[config.mk]
export PLATFORM = sky130hd
export DESIGN_NAME = dmx_exec
export DESIGN_NICKNAME = d
export VERILOG_FILES = /design/src/hdl/dmx_pkg.sv /design/src/hdl/dmx_addr_if.sv /design/src/hdl/dmx_addr_gen.sv /design/src/hdl/dmx_exec.sv
export SDC_FILE = /design/constraint.sdc
export NUM_CORES = 1
export LEC_CHECK = 0
export BUFFER_PORTS_ARGS = -buffer_cell sky130_fd_sc_hd__buf_2
export CORE_MARGIN = 2
export CORE_UTILIZATION = 45
export DETAILED_ROUTE_END_ITERATION = 10
export HOLD_SLACK_MARGIN = 0.02
export PLACE_DENSITY = 0.68
export REMOVE_ABC_BUFFERS = 1
export SLEW_MARGIN = 20
export SYNTH_ARGS = -nofsm -noshare
export SYNTH_HDL_FRONTEND = slang
export SYNTH_SLANG_ARGS = --single-unit
[constraint.sdc]
create_clock -name clk -period 9.23 [get_ports clk]
set_input_delay 1.3845 -clock clk [delete_from_list [all_inputs] [get_ports clk]]
set_output_delay 1.3845 -clock clk [all_outputs]
set_load 0.005 [all_outputs]
[src/hdl/dmx_pkg.sv]
// Constants for the data-move execute block.
// Assumes a single 100 MHz core clock; one instruction cycle is four clocks.
package dmx_pkg;
   // ------------------------------------------------------------
   // Quadrature phases, Gray coded along Q1..Q4
   // ------------------------------------------------------------
   typedef enum logic [1:0] {
      DMX_Q1 = 2'h0,
      DMX_Q2 = 2'h1,
      DMX_Q3 = 2'h3,
      DMX_Q4 = 2'h2
   } dmx_phase_e;

   typedef enum logic [2:0] {
      DMX_OP_NONE = 3'h0,
      DMX_OP_MOVE_FILE = 3'h1,
      DMX_OP_FF = 3'h2,
      DMX_OP_LB = 3'h3,
      DMX_OP_LW = 3'h4,
      DMX_OP_WF = 3'h5
   } dmx_op_e;

   // ------------------------------------------------------------
   // Opcode fields, matched against the top bits of the word
   // ------------------------------------------------------------
   localparam logic [7:0] OPC_LB = 8'h01;   // bits 15:8
   localparam logic [7:0] OPC_LW = 8'h0e;   // bits 15:8
   localparam logic [6:0] OPC_WF = 7'h37;   // bits 15:9
   localparam logic [5:0] OPC_MOVE_FILE = 6'h14; // bits 15:10
   localparam logic [3:0] OPC_FF = 4'hc;    // bits 15:12
   localparam logic [15:0] NOP_WORD = 16'h0000;

   // Field positions
   localparam int DEST_BIT = 9;
   localparam int ACC_BIT = 8;

   // ------------------------------------------------------------
   // Address map
   // ------------------------------------------------------------
   localparam logic [11:0] W_ADDR = 12'hfe8;
   localparam logic [7:0] INDEX_LIMIT = 8'h5f;
   localparam logic [7:0] ACCESS_SPLIT = 8'h80;
   localparam logic [3:0] ACCESS_LOW_PAGE = 4'h0;
   localparam logic [3:0] ACCESS_HIGH_PAGE = 4'hf;
   localparam logic [3:0] BANK_UPPER_ZERO = 4'h0;

   // Reset values
   localparam logic [7:0] W_RESET = 8'h00;
   localparam logic [7:0] BANK_RESET = 8'h00;
   localparam logic [11:0] ADDR_RESET = 12'h000;
   localparam logic [7:0] DATA_RESET = 8'h00;
endpackage

[src/hdl/dmx_addr_if.sv]
// Carrier between the executor and its address former.
// Assumes both ends sit in the same clock domain.
interface dmx_addr_if;
   logic acc_sel;
   logic [7:0] file_op;
   logic [3:0] bank;
   logic ext_en;
   logic [11:0] index_base;
   logic [11:0] eff_addr;
   logic indexed;

   modport gen (
      input acc_sel,
      input file_op,
      input bank,
      input ext_en,
      input index_base,
      output eff_addr,
      output indexed
   );
   modport user (
      output acc_sel,
      output file_op,
      output bank,
      output ext_en,
      output index_base,
      input eff_addr,
      input indexed
   );
endinterface

[src/hdl/dmx_addr_gen.sv]
// Effective file address former for byte-oriented moves.
// Purely combinational; the executor registers the result.
module dmx_addr_gen (
   dmx_addr_if.gen ai
);
   always_comb begin
      ai.indexed = ai.ext_en && !ai.acc_sel
         && (ai.file_op <= dmx_pkg::INDEX_LIMIT);
      if (ai.indexed) begin
         ai.eff_addr = ai.index_base + {4'h0, ai.file_op};
      end else if (ai.acc_sel) begin
         ai.eff_addr = {ai.bank, ai.file_op};
      end else if (ai.file_op < dmx_pkg::ACCESS_SPLIT) begin
         ai.eff_addr = {dmx_pkg::ACCESS_LOW_PAGE, ai.file_op};
      end else begin
         ai.eff_addr = {dmx_pkg::ACCESS_HIGH_PAGE, ai.file_op};
      end
   end
endmodule

[src/hdl/dmx_exec.sv]
// Execute logic for the core's data-move instructions.
// Assumes fetch presents each word by the Q1 clock, memory answers
// a read with valid data in the same clock as the read strobe.
module dmx_exec (
   input wire logic clk,
   input wire logic rstn,
   input wire logic ce,
   input wire logic [15:0] instr_word,
   input wire logic instr_valid,
   input wire logic ext_set_en,
   input wire logic [11:0] index_base,
   input wire logic [7:0] mem_rdata,
   output logic [11:0] mem_addr,
   output logic mem_rd,
   output logic mem_wr,
   output logic [7:0] mem_wdata,
   output logic [7:0] working_reg,
   output logic [7:0] bank_select_register,
   output logic [1:0] q_phase,
   output logic second_word
);

   dmx_pkg::dmx_phase_e phase_reg;
   dmx_pkg::dmx_op_e op;
   logic [15:0] ir_reg;
   logic [11:0] dest_reg;
   logic [7:0] data_reg;
   logic [7:0] w_reg;
   logic [7:0] bank_reg;
   logic second_reg;
   logic src_w_reg;
   logic [11:0] addr_reg;
   logic rd_reg;
   logic wr_reg;
   logic [7:0] wdata_reg;
   logic [11:0] rd_addr;
   logic need_read;
   logic [11:0] wr_addr;
   logic [7:0] wr_data;
   logic need_write;

   dmx_addr_if ai ();

   assign ai.acc_sel = ir_reg[dmx_pkg::ACC_BIT];
   assign ai.file_op = ir_reg[7:0];
   assign ai.bank = bank_reg[3:0];
   assign ai.ext_en = ext_set_en;
   assign ai.index_base = index_base;

   dmx_addr_gen u_addr (
      .ai(ai)
   );

   // ------------------------------------------------------------
   // Decode
   // ------------------------------------------------------------
   always_comb begin
      if (ir_reg[15:8] == dmx_pkg::OPC_LB) begin
         op = dmx_pkg::DMX_OP_LB;
      end else if (ir_reg[15:8] == dmx_pkg::OPC_LW) begin
         op = dmx_pkg::DMX_OP_LW;
      end else if (ir_reg[15:9] == dmx_pkg::OPC_WF) begin
         op = dmx_pkg::DMX_OP_WF;
      end else if (ir_reg[15:10] == dmx_pkg::OPC_MOVE_FILE) begin
         op = dmx_pkg::DMX_OP_MOVE_FILE;
      end else if (ir_reg[15:12] == dmx_pkg::OPC_FF) begin
         op = dmx_pkg::DMX_OP_FF;
      end else begin
         op = dmx_pkg::DMX_OP_NONE;
      end
   end

   always_comb begin
      need_read = !second_reg && (op == dmx_pkg::DMX_OP_MOVE_FILE
         || op == dmx_pkg::DMX_OP_FF);
      rd_addr = (op == dmx_pkg::DMX_OP_FF) ? ir_reg[11:0]
         : ai.eff_addr;
   end

   always_comb begin
      need_write = 1'b0;
      wr_addr = ai.eff_addr;
      wr_data = data_reg;
      case (op)
         dmx_pkg::DMX_OP_WF: begin
            need_write = 1'b1;
            wr_data = w_reg;
         end
         dmx_pkg::DMX_OP_MOVE_FILE: begin
            need_write = ir_reg[dmx_pkg::DEST_BIT];
         end
         dmx_pkg::DMX_OP_FF: begin
            need_write = second_reg;
            wr_addr = dest_reg;
         end
         default: begin
            need_write = 1'b0;
         end
      endcase
   end

   // ------------------------------------------------------------
   // Quadrature phase sequencer
   // ------------------------------------------------------------
   always_ff @(posedge clk or negedge rstn) begin
      if (!rstn) begin
         phase_reg <= dmx_pkg::DMX_Q1;
      end else if (ce) begin
         case (phase_reg)
            dmx_pkg::DMX_Q1: phase_reg <= dmx_pkg::DMX_Q2;
            dmx_pkg::DMX_Q2: phase_reg <= dmx_pkg::DMX_Q3;
            dmx_pkg::DMX_Q3: phase_reg <= dmx_pkg::DMX_Q4;
            default: phase_reg <= dmx_pkg::DMX_Q1;
         endcase
      end
   end

   // Q1: latch the word; a pending second word carries the destination
   always_ff @(posedge clk or negedge rstn) begin
      if (!rstn) begin
         ir_reg <= dmx_pkg::NOP_WORD;
         dest_reg <= dmx_pkg::ADDR_RESET;
      end else if (ce && phase_reg == dmx_pkg::DMX_Q1) begin
         if (second_reg) begin
            dest_reg <= instr_word[11:0];
         end else if (instr_valid) begin
            ir_reg <= instr_word;
         end else begin
            ir_reg <= dmx_pkg::NOP_WORD;
         end
      end
   end

   always_ff @(posedge clk or negedge rstn) begin
      if (!rstn) begin
         second_reg <= 1'b0;
      end else if (ce && phase_reg == dmx_pkg::DMX_Q4) begin
         second_reg <= !second_reg && op == dmx_pkg::DMX_OP_FF;
      end
   end

   // ------------------------------------------------------------
   // Memory strobes: read spans Q3, write spans the next Q1
   // ------------------------------------------------------------
   always_ff @(posedge clk or negedge rstn) begin
      if (!rstn) begin
         addr_reg <= dmx_pkg::ADDR_RESET;
         rd_reg <= 1'b0;
         wr_reg <= 1'b0;
         wdata_reg <= dmx_pkg::DATA_RESET;
         src_w_reg <= 1'b0;
      end else if (ce) begin
         rd_reg <= 1'b0;
         wr_reg <= 1'b0;
         if (phase_reg == dmx_pkg::DMX_Q2 && need_read) begin
            addr_reg <= rd_addr;
            // W is held here, so a read of it never reaches memory
            src_w_reg <= rd_addr == dmx_pkg::W_ADDR;
            rd_reg <= rd_addr != dmx_pkg::W_ADDR;
         end
         if (phase_reg == dmx_pkg::DMX_Q4 && need_write
            && wr_addr != dmx_pkg::W_ADDR) begin
            addr_reg <= wr_addr;
            wdata_reg <= wr_data;
            wr_reg <= 1'b1;
         end
      end
   end

   always_ff @(posedge clk or negedge rstn) begin
      if (!rstn) begin
         data_reg <= dmx_pkg::DATA_RESET;
      end else if (ce && phase_reg == dmx_pkg::DMX_Q3 && need_read) begin
         data_reg <= src_w_reg ? w_reg : mem_rdata;
      end
   end

   // ------------------------------------------------------------
   // Core registers written in Q4; no status flag is touched here
   // ------------------------------------------------------------
   always_ff @(posedge clk or negedge rstn) begin
      if (!rstn) begin
         w_reg <= dmx_pkg::W_RESET;
      end else if (ce && phase_reg == dmx_pkg::DMX_Q4) begin
         if (op == dmx_pkg::DMX_OP_LW) begin
            w_reg <= ir_reg[7:0];
         end else if (op == dmx_pkg::DMX_OP_MOVE_FILE
            && !ir_reg[dmx_pkg::DEST_BIT]) begin
            w_reg <= data_reg;
         end else if (need_write && wr_addr == dmx_pkg::W_ADDR) begin
            w_reg <= wr_data;
         end
      end
   end

   always_ff @(posedge clk or negedge rstn) begin
      if (!rstn) begin
         bank_reg <= dmx_pkg::BANK_RESET;
      end else if (ce && phase_reg == dmx_pkg::DMX_Q4
         && op == dmx_pkg::DMX_OP_LB) begin
         bank_reg <= {dmx_pkg::BANK_UPPER_ZERO, ir_reg[3:0]};
      end
   end

   assign mem_addr = addr_reg;
   assign mem_rd = rd_reg;
   assign mem_wr = wr_reg;
   assign mem_wdata = wdata_reg;
   assign working_reg = w_reg;
   assign bank_select_register = bank_reg;
   assign q_phase = phase_reg;
   assign second_word = second_reg;
endmodule

[Word level (Yosys, flattened, before mapping)]
Cells that the tools add are included.
Storage, ports and cells
  register bits after elaboration: 74
  bits in latches: 0
  RAM bits: 0
  memory bits (read-only): 0
  input bits: 41
  output and inout bits: 41
  logic and storage cells: 82
  memories kept: 0
Cells by class
  $add $sub $neg: 1
  multiply operators: 0
  divide/modulo/power cells: 0
  $lt $le $gt $ge: 2
  equal/unequal tests: 17
  shifts and indexed selects: 0
  muxes and demuxes: 22
  bitwise operators: 1
  reduce and logical (&&, ||, !) cells: 27
Operator list (count)
  $mux 12: 7
  $mux 8: 5
  $eq 12x12->1 const B: 2
  $ne 12x12->1 const B: 2
  $mux 16: 1
  $logic_and 1x1->1: 14
  $add 12x8->12: 1
  $reduce_and 2->1: 6
  $mux 3: 3
  $eq 8x1->1 const B: 1
  $eq 8x4->1 const B: 1
  $le 8x7->1 const B: 1
  $lt 8x8->1 const B: 1
  $eq 7x6->1 const B: 1
  $eq 3x2->1 const B: 2
  $eq 3x3->1 const B: 2
  $eq 6x5->1 const B: 1
  $pmux 2 s3: 1
  $eq 2x2->1 const B: 2
  $eq 4x4->1 const B: 1
  $mux 2: 2
  $eq 3x1->1 const B: 1
  $logic_not 1->1: 3
  $pmux 1 s3: 1
  7 further kinds: 8

[Depth between registers and ports, before layout]
  depth after elaboration: 13
  mapped depth: 13
  gate-level depth less buffers: 11

[By module]
From an unflattened synthesis, not the netlist that was laid out.
Second synthesis, totals
  cells, all modules: 442
  area, all modules: 4285.4 um^2
Modules (own cells, without submodules)
  dmx_exec: times used 1, cells an instance 349, area each 3674.8 um^2, seq. area each 1851.8 um^2
  dmx_addr_gen: times used 1, cells an instance 93, area each 610.6 um^2, seq. area each 0.0 um^2

[Least setup slack after synthesis]
Ideal clock, no wire load.
  path kind: input -> register
  start point: input index_base[5]
  end point: register addr_reg[0], in the netlist mem_addr[0]
  library setup time: 125 ps
  data arrival time: 4369 ps
  data required time: 9105 ps
  path slack: 4736 ps
  stages: 12
  path buffers: 2
  cells stage by stage: ha_1 > buf_2 > nand2_1 > o31a_1 > or4_1 > a32o_1 > a221o_1 > nor4_4 > nor2b_1 > buf_6 > mux2_4 > mux2_2
Between the ends
  cells in the longest elaborated chain, start to end: 7
  elaborated cells on any way between the ends: 8
  classes of those cells: 1 x add/sub; 1 x eq/ne; 3 x mux; 3 x reduce/logical
RTL lines
  start: declaration: line dmx_exec.sv:11  | input wire logic [11:0] index_base,
  $add 12x8->12 (*): line dmx_addr_gen.sv:10  | ai.eff_addr = ai.index_base + {4'h0, ai.file_op};
  $mux 12 (*): line dmx_addr_gen.sv:9  | if (ai.indexed) begin
  $mux 12 (*): line dmx_exec.sv:84  | case (op)
  $ne 12x12->1 (*): line dmx_exec.sv:162  | && wr_addr != dmx_pkg::W_ADDR) begin
  $logic_and 1x1->1 (*): line dmx_exec.sv:162
  $reduce_bool 2->1 (no source line)
  $reduce_and 2->1 (no source line)
  end signal: assignment: line dmx_exec.sv:147  | addr_reg <= dmx_pkg::ADDR_RESET;
  end signal: assignment: line dmx_exec.sv:156  | addr_reg <= rd_addr;
  end signal: assignment: line dmx_exec.sv:163  | addr_reg <= wr_addr;
  end: declaration: line dmx_exec.sv:32  | logic [11:0] addr_reg;
Every way passes the cells marked *; elsewhere a longest branch is shown, timed or not.
A chain may end at the register's enable or synchronous reset.

[Worst setup path after layout]
  start point: input index_base[1]
  end point: register addr_reg[0], in the netlist mem_addr[0]
The elaborated chain is that of the path after synthesis.

==> impl_metrics.yaml <==
outcome:
  outcome: "finished, final reports clean"
placed_design:
  io_buffers: 77
  gp_congestion: 1.06
  hpwlAfterDp_mm: 9.04
  dp_slack_ns: 4.20
floorplan:
  dieArea_um2: 10600
  initial_core_util_pct: 45.9
  dieHeight_um: 103
  row_count: 36
  chipWidth_um: 103
  pin_count: 82
  core_um2: 9640
layout:
  area_delta_synth_final_pct: 14.4
  fillerInstances: 932
  final_util_pct: 52.5
  drive_gt1_share_pct: 24.2
  multi_input_area_um2: 2390
  regArea_um2: 1850
  finalNetCount: 587
  largest_reg_flops: 16
  antenna_cells: 0
  layout_common_cells: "78 x nand2_1, 77 x buf_2, 74 x dfrtp_1"
  mostFrequentLayoutCell: "nand2_1"
sta:
  tightest_slew_ns: 1.04
  rsz0062_at_grt: "false"
  fin_crit_ns: 4.77
  tns_ns: 0
  fin_ws_ns: 4.46
  fmaxAchievable_mhz: 210
  finalHoldViolCount: 0
  finalSetupViolCount: 0
  relSlewSlack_pct: 30.2
  fin_hold_ws_ns: 0.486
  drv_slew: 0
  fin_crit_sh_pct: 51.7
  skew_ns: 0.0151
pwr:
  power.total_w: 0.00136
  peakVddDrop_uv: 128
  p_sw_w: 0.000575
  leakage_nw: 2.42
  sw_frac_of_total_pct: 42.3
  clkPwrFrac_pct: 19.8
  seqPwrFrac_pct: 39.8
  power_frac_comb_pct: 40.4
  internal_power_w: 0.000783
  p_per_area_nw_per_um2: 268
global_routing:
  grt_pass1_wl_mm: 18.9
  antenna_found_initial: 0
  grt_overflow: 0
  first_global_vias: 3526
  grt_max_degree: 75
  track_usage_pct: 23.4
worst_setup_path:
  crit_path_max_fanout: 10
  endpoint_kind: "flip-flop"
  start_kind: "input port"
  worst-r2r-cell-count: 10
  r2r_start: "ir_reg[1]"
  critPathRequiredTime_ns: 9.47
  critical_path_class: "in2reg"
  ff2ff_setup_slack_ns: 5.08
  crit_arrival_ns: 5.00
  worstReg2RegEnd: "mem_addr[0]"
yosys:
  yosysWarnings: 0
  syn-cell-area_um2: 4420
  synthCells: 475
  synth_edf_count: 0
  synth_top_area_share_pct: 41.9
  ys_top_cells_by_area: "dfrtp_1 42%, nand2_1 6.6%, mux2_2 5.6%"
  synth_seq_cells: 74
  seq_area_frac_synth_pct: 41.9
  ys_types: 71
  synth_top_area_cell: "dfrtp_1"
  synth_flop_cell: "dfrtp_1"
  ys_async_sr_fraction_pct: 100
  syn_area_per_cell_um2: 9.31
clock_tree:
  cts_inserted_buffers: 9
  cts_root_buf: "clkbuf_8"
  cts_setup_buffers: 0
  cts_buffer_depth: 2
  clkSinkCount: 74
  clkSlewWorstSetupHoldPaths_ns: 0.09
  postCtsHoldBufs: 0
  cts_tree: "done"
  htree_levels: 3
  clk_latency_ns: 0.36
  cts.repair.resized: 0
worst_hold_path:
  holdPathStages: 2
  min_to: "mem_wdata[5]"
  hold_path_startpoint: "mem_wdata[5]"
  hold_class: "reg2reg"
detailed_routing:
  antenna_left: 0
  avgRoutedWirePerCell_um: 17.9
  drt_first_pass_iters: 5
  wl_mm: 12.1
  drc: 0
  drt_iter0_drc: 327
  vias_per_cell: 5.83
  via_count: 3937
run:
  max-cap-violations: 0
[cells by family (layout without fill, tap and decap cells)]
logic type / Yosys count / in the layout / synth area share, %
mux: 51 / 51 / 12.6
flops: 74 / 74 / 41.9
xor+xnor: 4 / 4 / 0.792
fa+ha+maj: 9 / 9 / 2.72
compound gates: 125 / 125 / 18.5
buf+inv: 42 / 106 / 4.50
other cells: 1 / 4 / 0.0848
simple gates: 169 / 169 / 18.9
[cells in the mapped netlist (6+ instances only)]
cell type,count
nor2_1,21
o21ai_0,36
ha_1,8
o21ai_1,12
mux2_2,22
o22ai_1,10
mux2i_1,23
a2bb2oi_1,10
a21oi_1,15
a31oi_1,6
buf_2,6
clkbuf_1,15
dfrtp_1,74
nand4_1,6
nand3_1,9
nand2_1,78
nor3_1,9
and3_1,7
inv_1,11
[per-layer routing]
layer  part of all wire (%)  GRT usage [%]  wire [um]  vias to the layer above
met5                      0              0          0                        -
met2                     45           34.1       5460                      169
met1                     47           34.9       5630                     1887
li1                       -              -          -                     1860
met3                    6.1           4.00        738                       21
met4                    2.2           8.20        271                        0
[per-stage QoR]
stage                     instances  instance area, um2
final                           675                5060
after global routing            675                5060
after CTS                       675                5060
after detailed placement        659                4850
after global placement          659                4850
after floorplan                 447                4280
[worst max path at each step]
stage	start	slack (ns)	end
2_1_floorplan	index_base[0]	4.71	mem_addr[0]
3_3_place_gp	index_base[1]	4.25	mem_addr[1]
3_5_place_dp	index_base[0]	4.20	mem_addr[9]
4_1_cts	index_base[1]	4.55	mem_addr[0]
5_1_grt	index_base[1]	4.24	mem_addr[0]
6_report	index_base[1]	4.46	mem_addr[0]
[power groups by stage]
stage                     clock, W  combinational (W)  sequential (W)
after detailed placement         0           0.000534        0.000543
after floorplan                  0           0.000367        0.000502
after global routing      0.000289           0.000600        0.000555
after CTS                 0.000275           0.000538        0.000537
after global placement           0           0.000535        0.000539
final                     0.000268           0.000549        0.000540
[worst max-delay path, stage by stage]
cell,delay (ns)
buf_2,0.12
ha_1,0.29
a211oi_1,0.62
nor3_1,0.18
or3_1,0.37
a311oi_1,0.33
a221o_1,0.28
nor4_4,0.09
nor2b_1,0.73
mux2_4,0.36
mux2_2,0.26
[area by class of cell]
type	count	share of cell area, %
clock buffer	9	2.45
clock inverter	7	1.66
inverter	11	0.816
multi-input combinational	362	47.3
sequential	74	36.6
tap	133	3.29
timing repair buffer	79	7.91
Note: power is estimated with default switching activity, not from simulation.
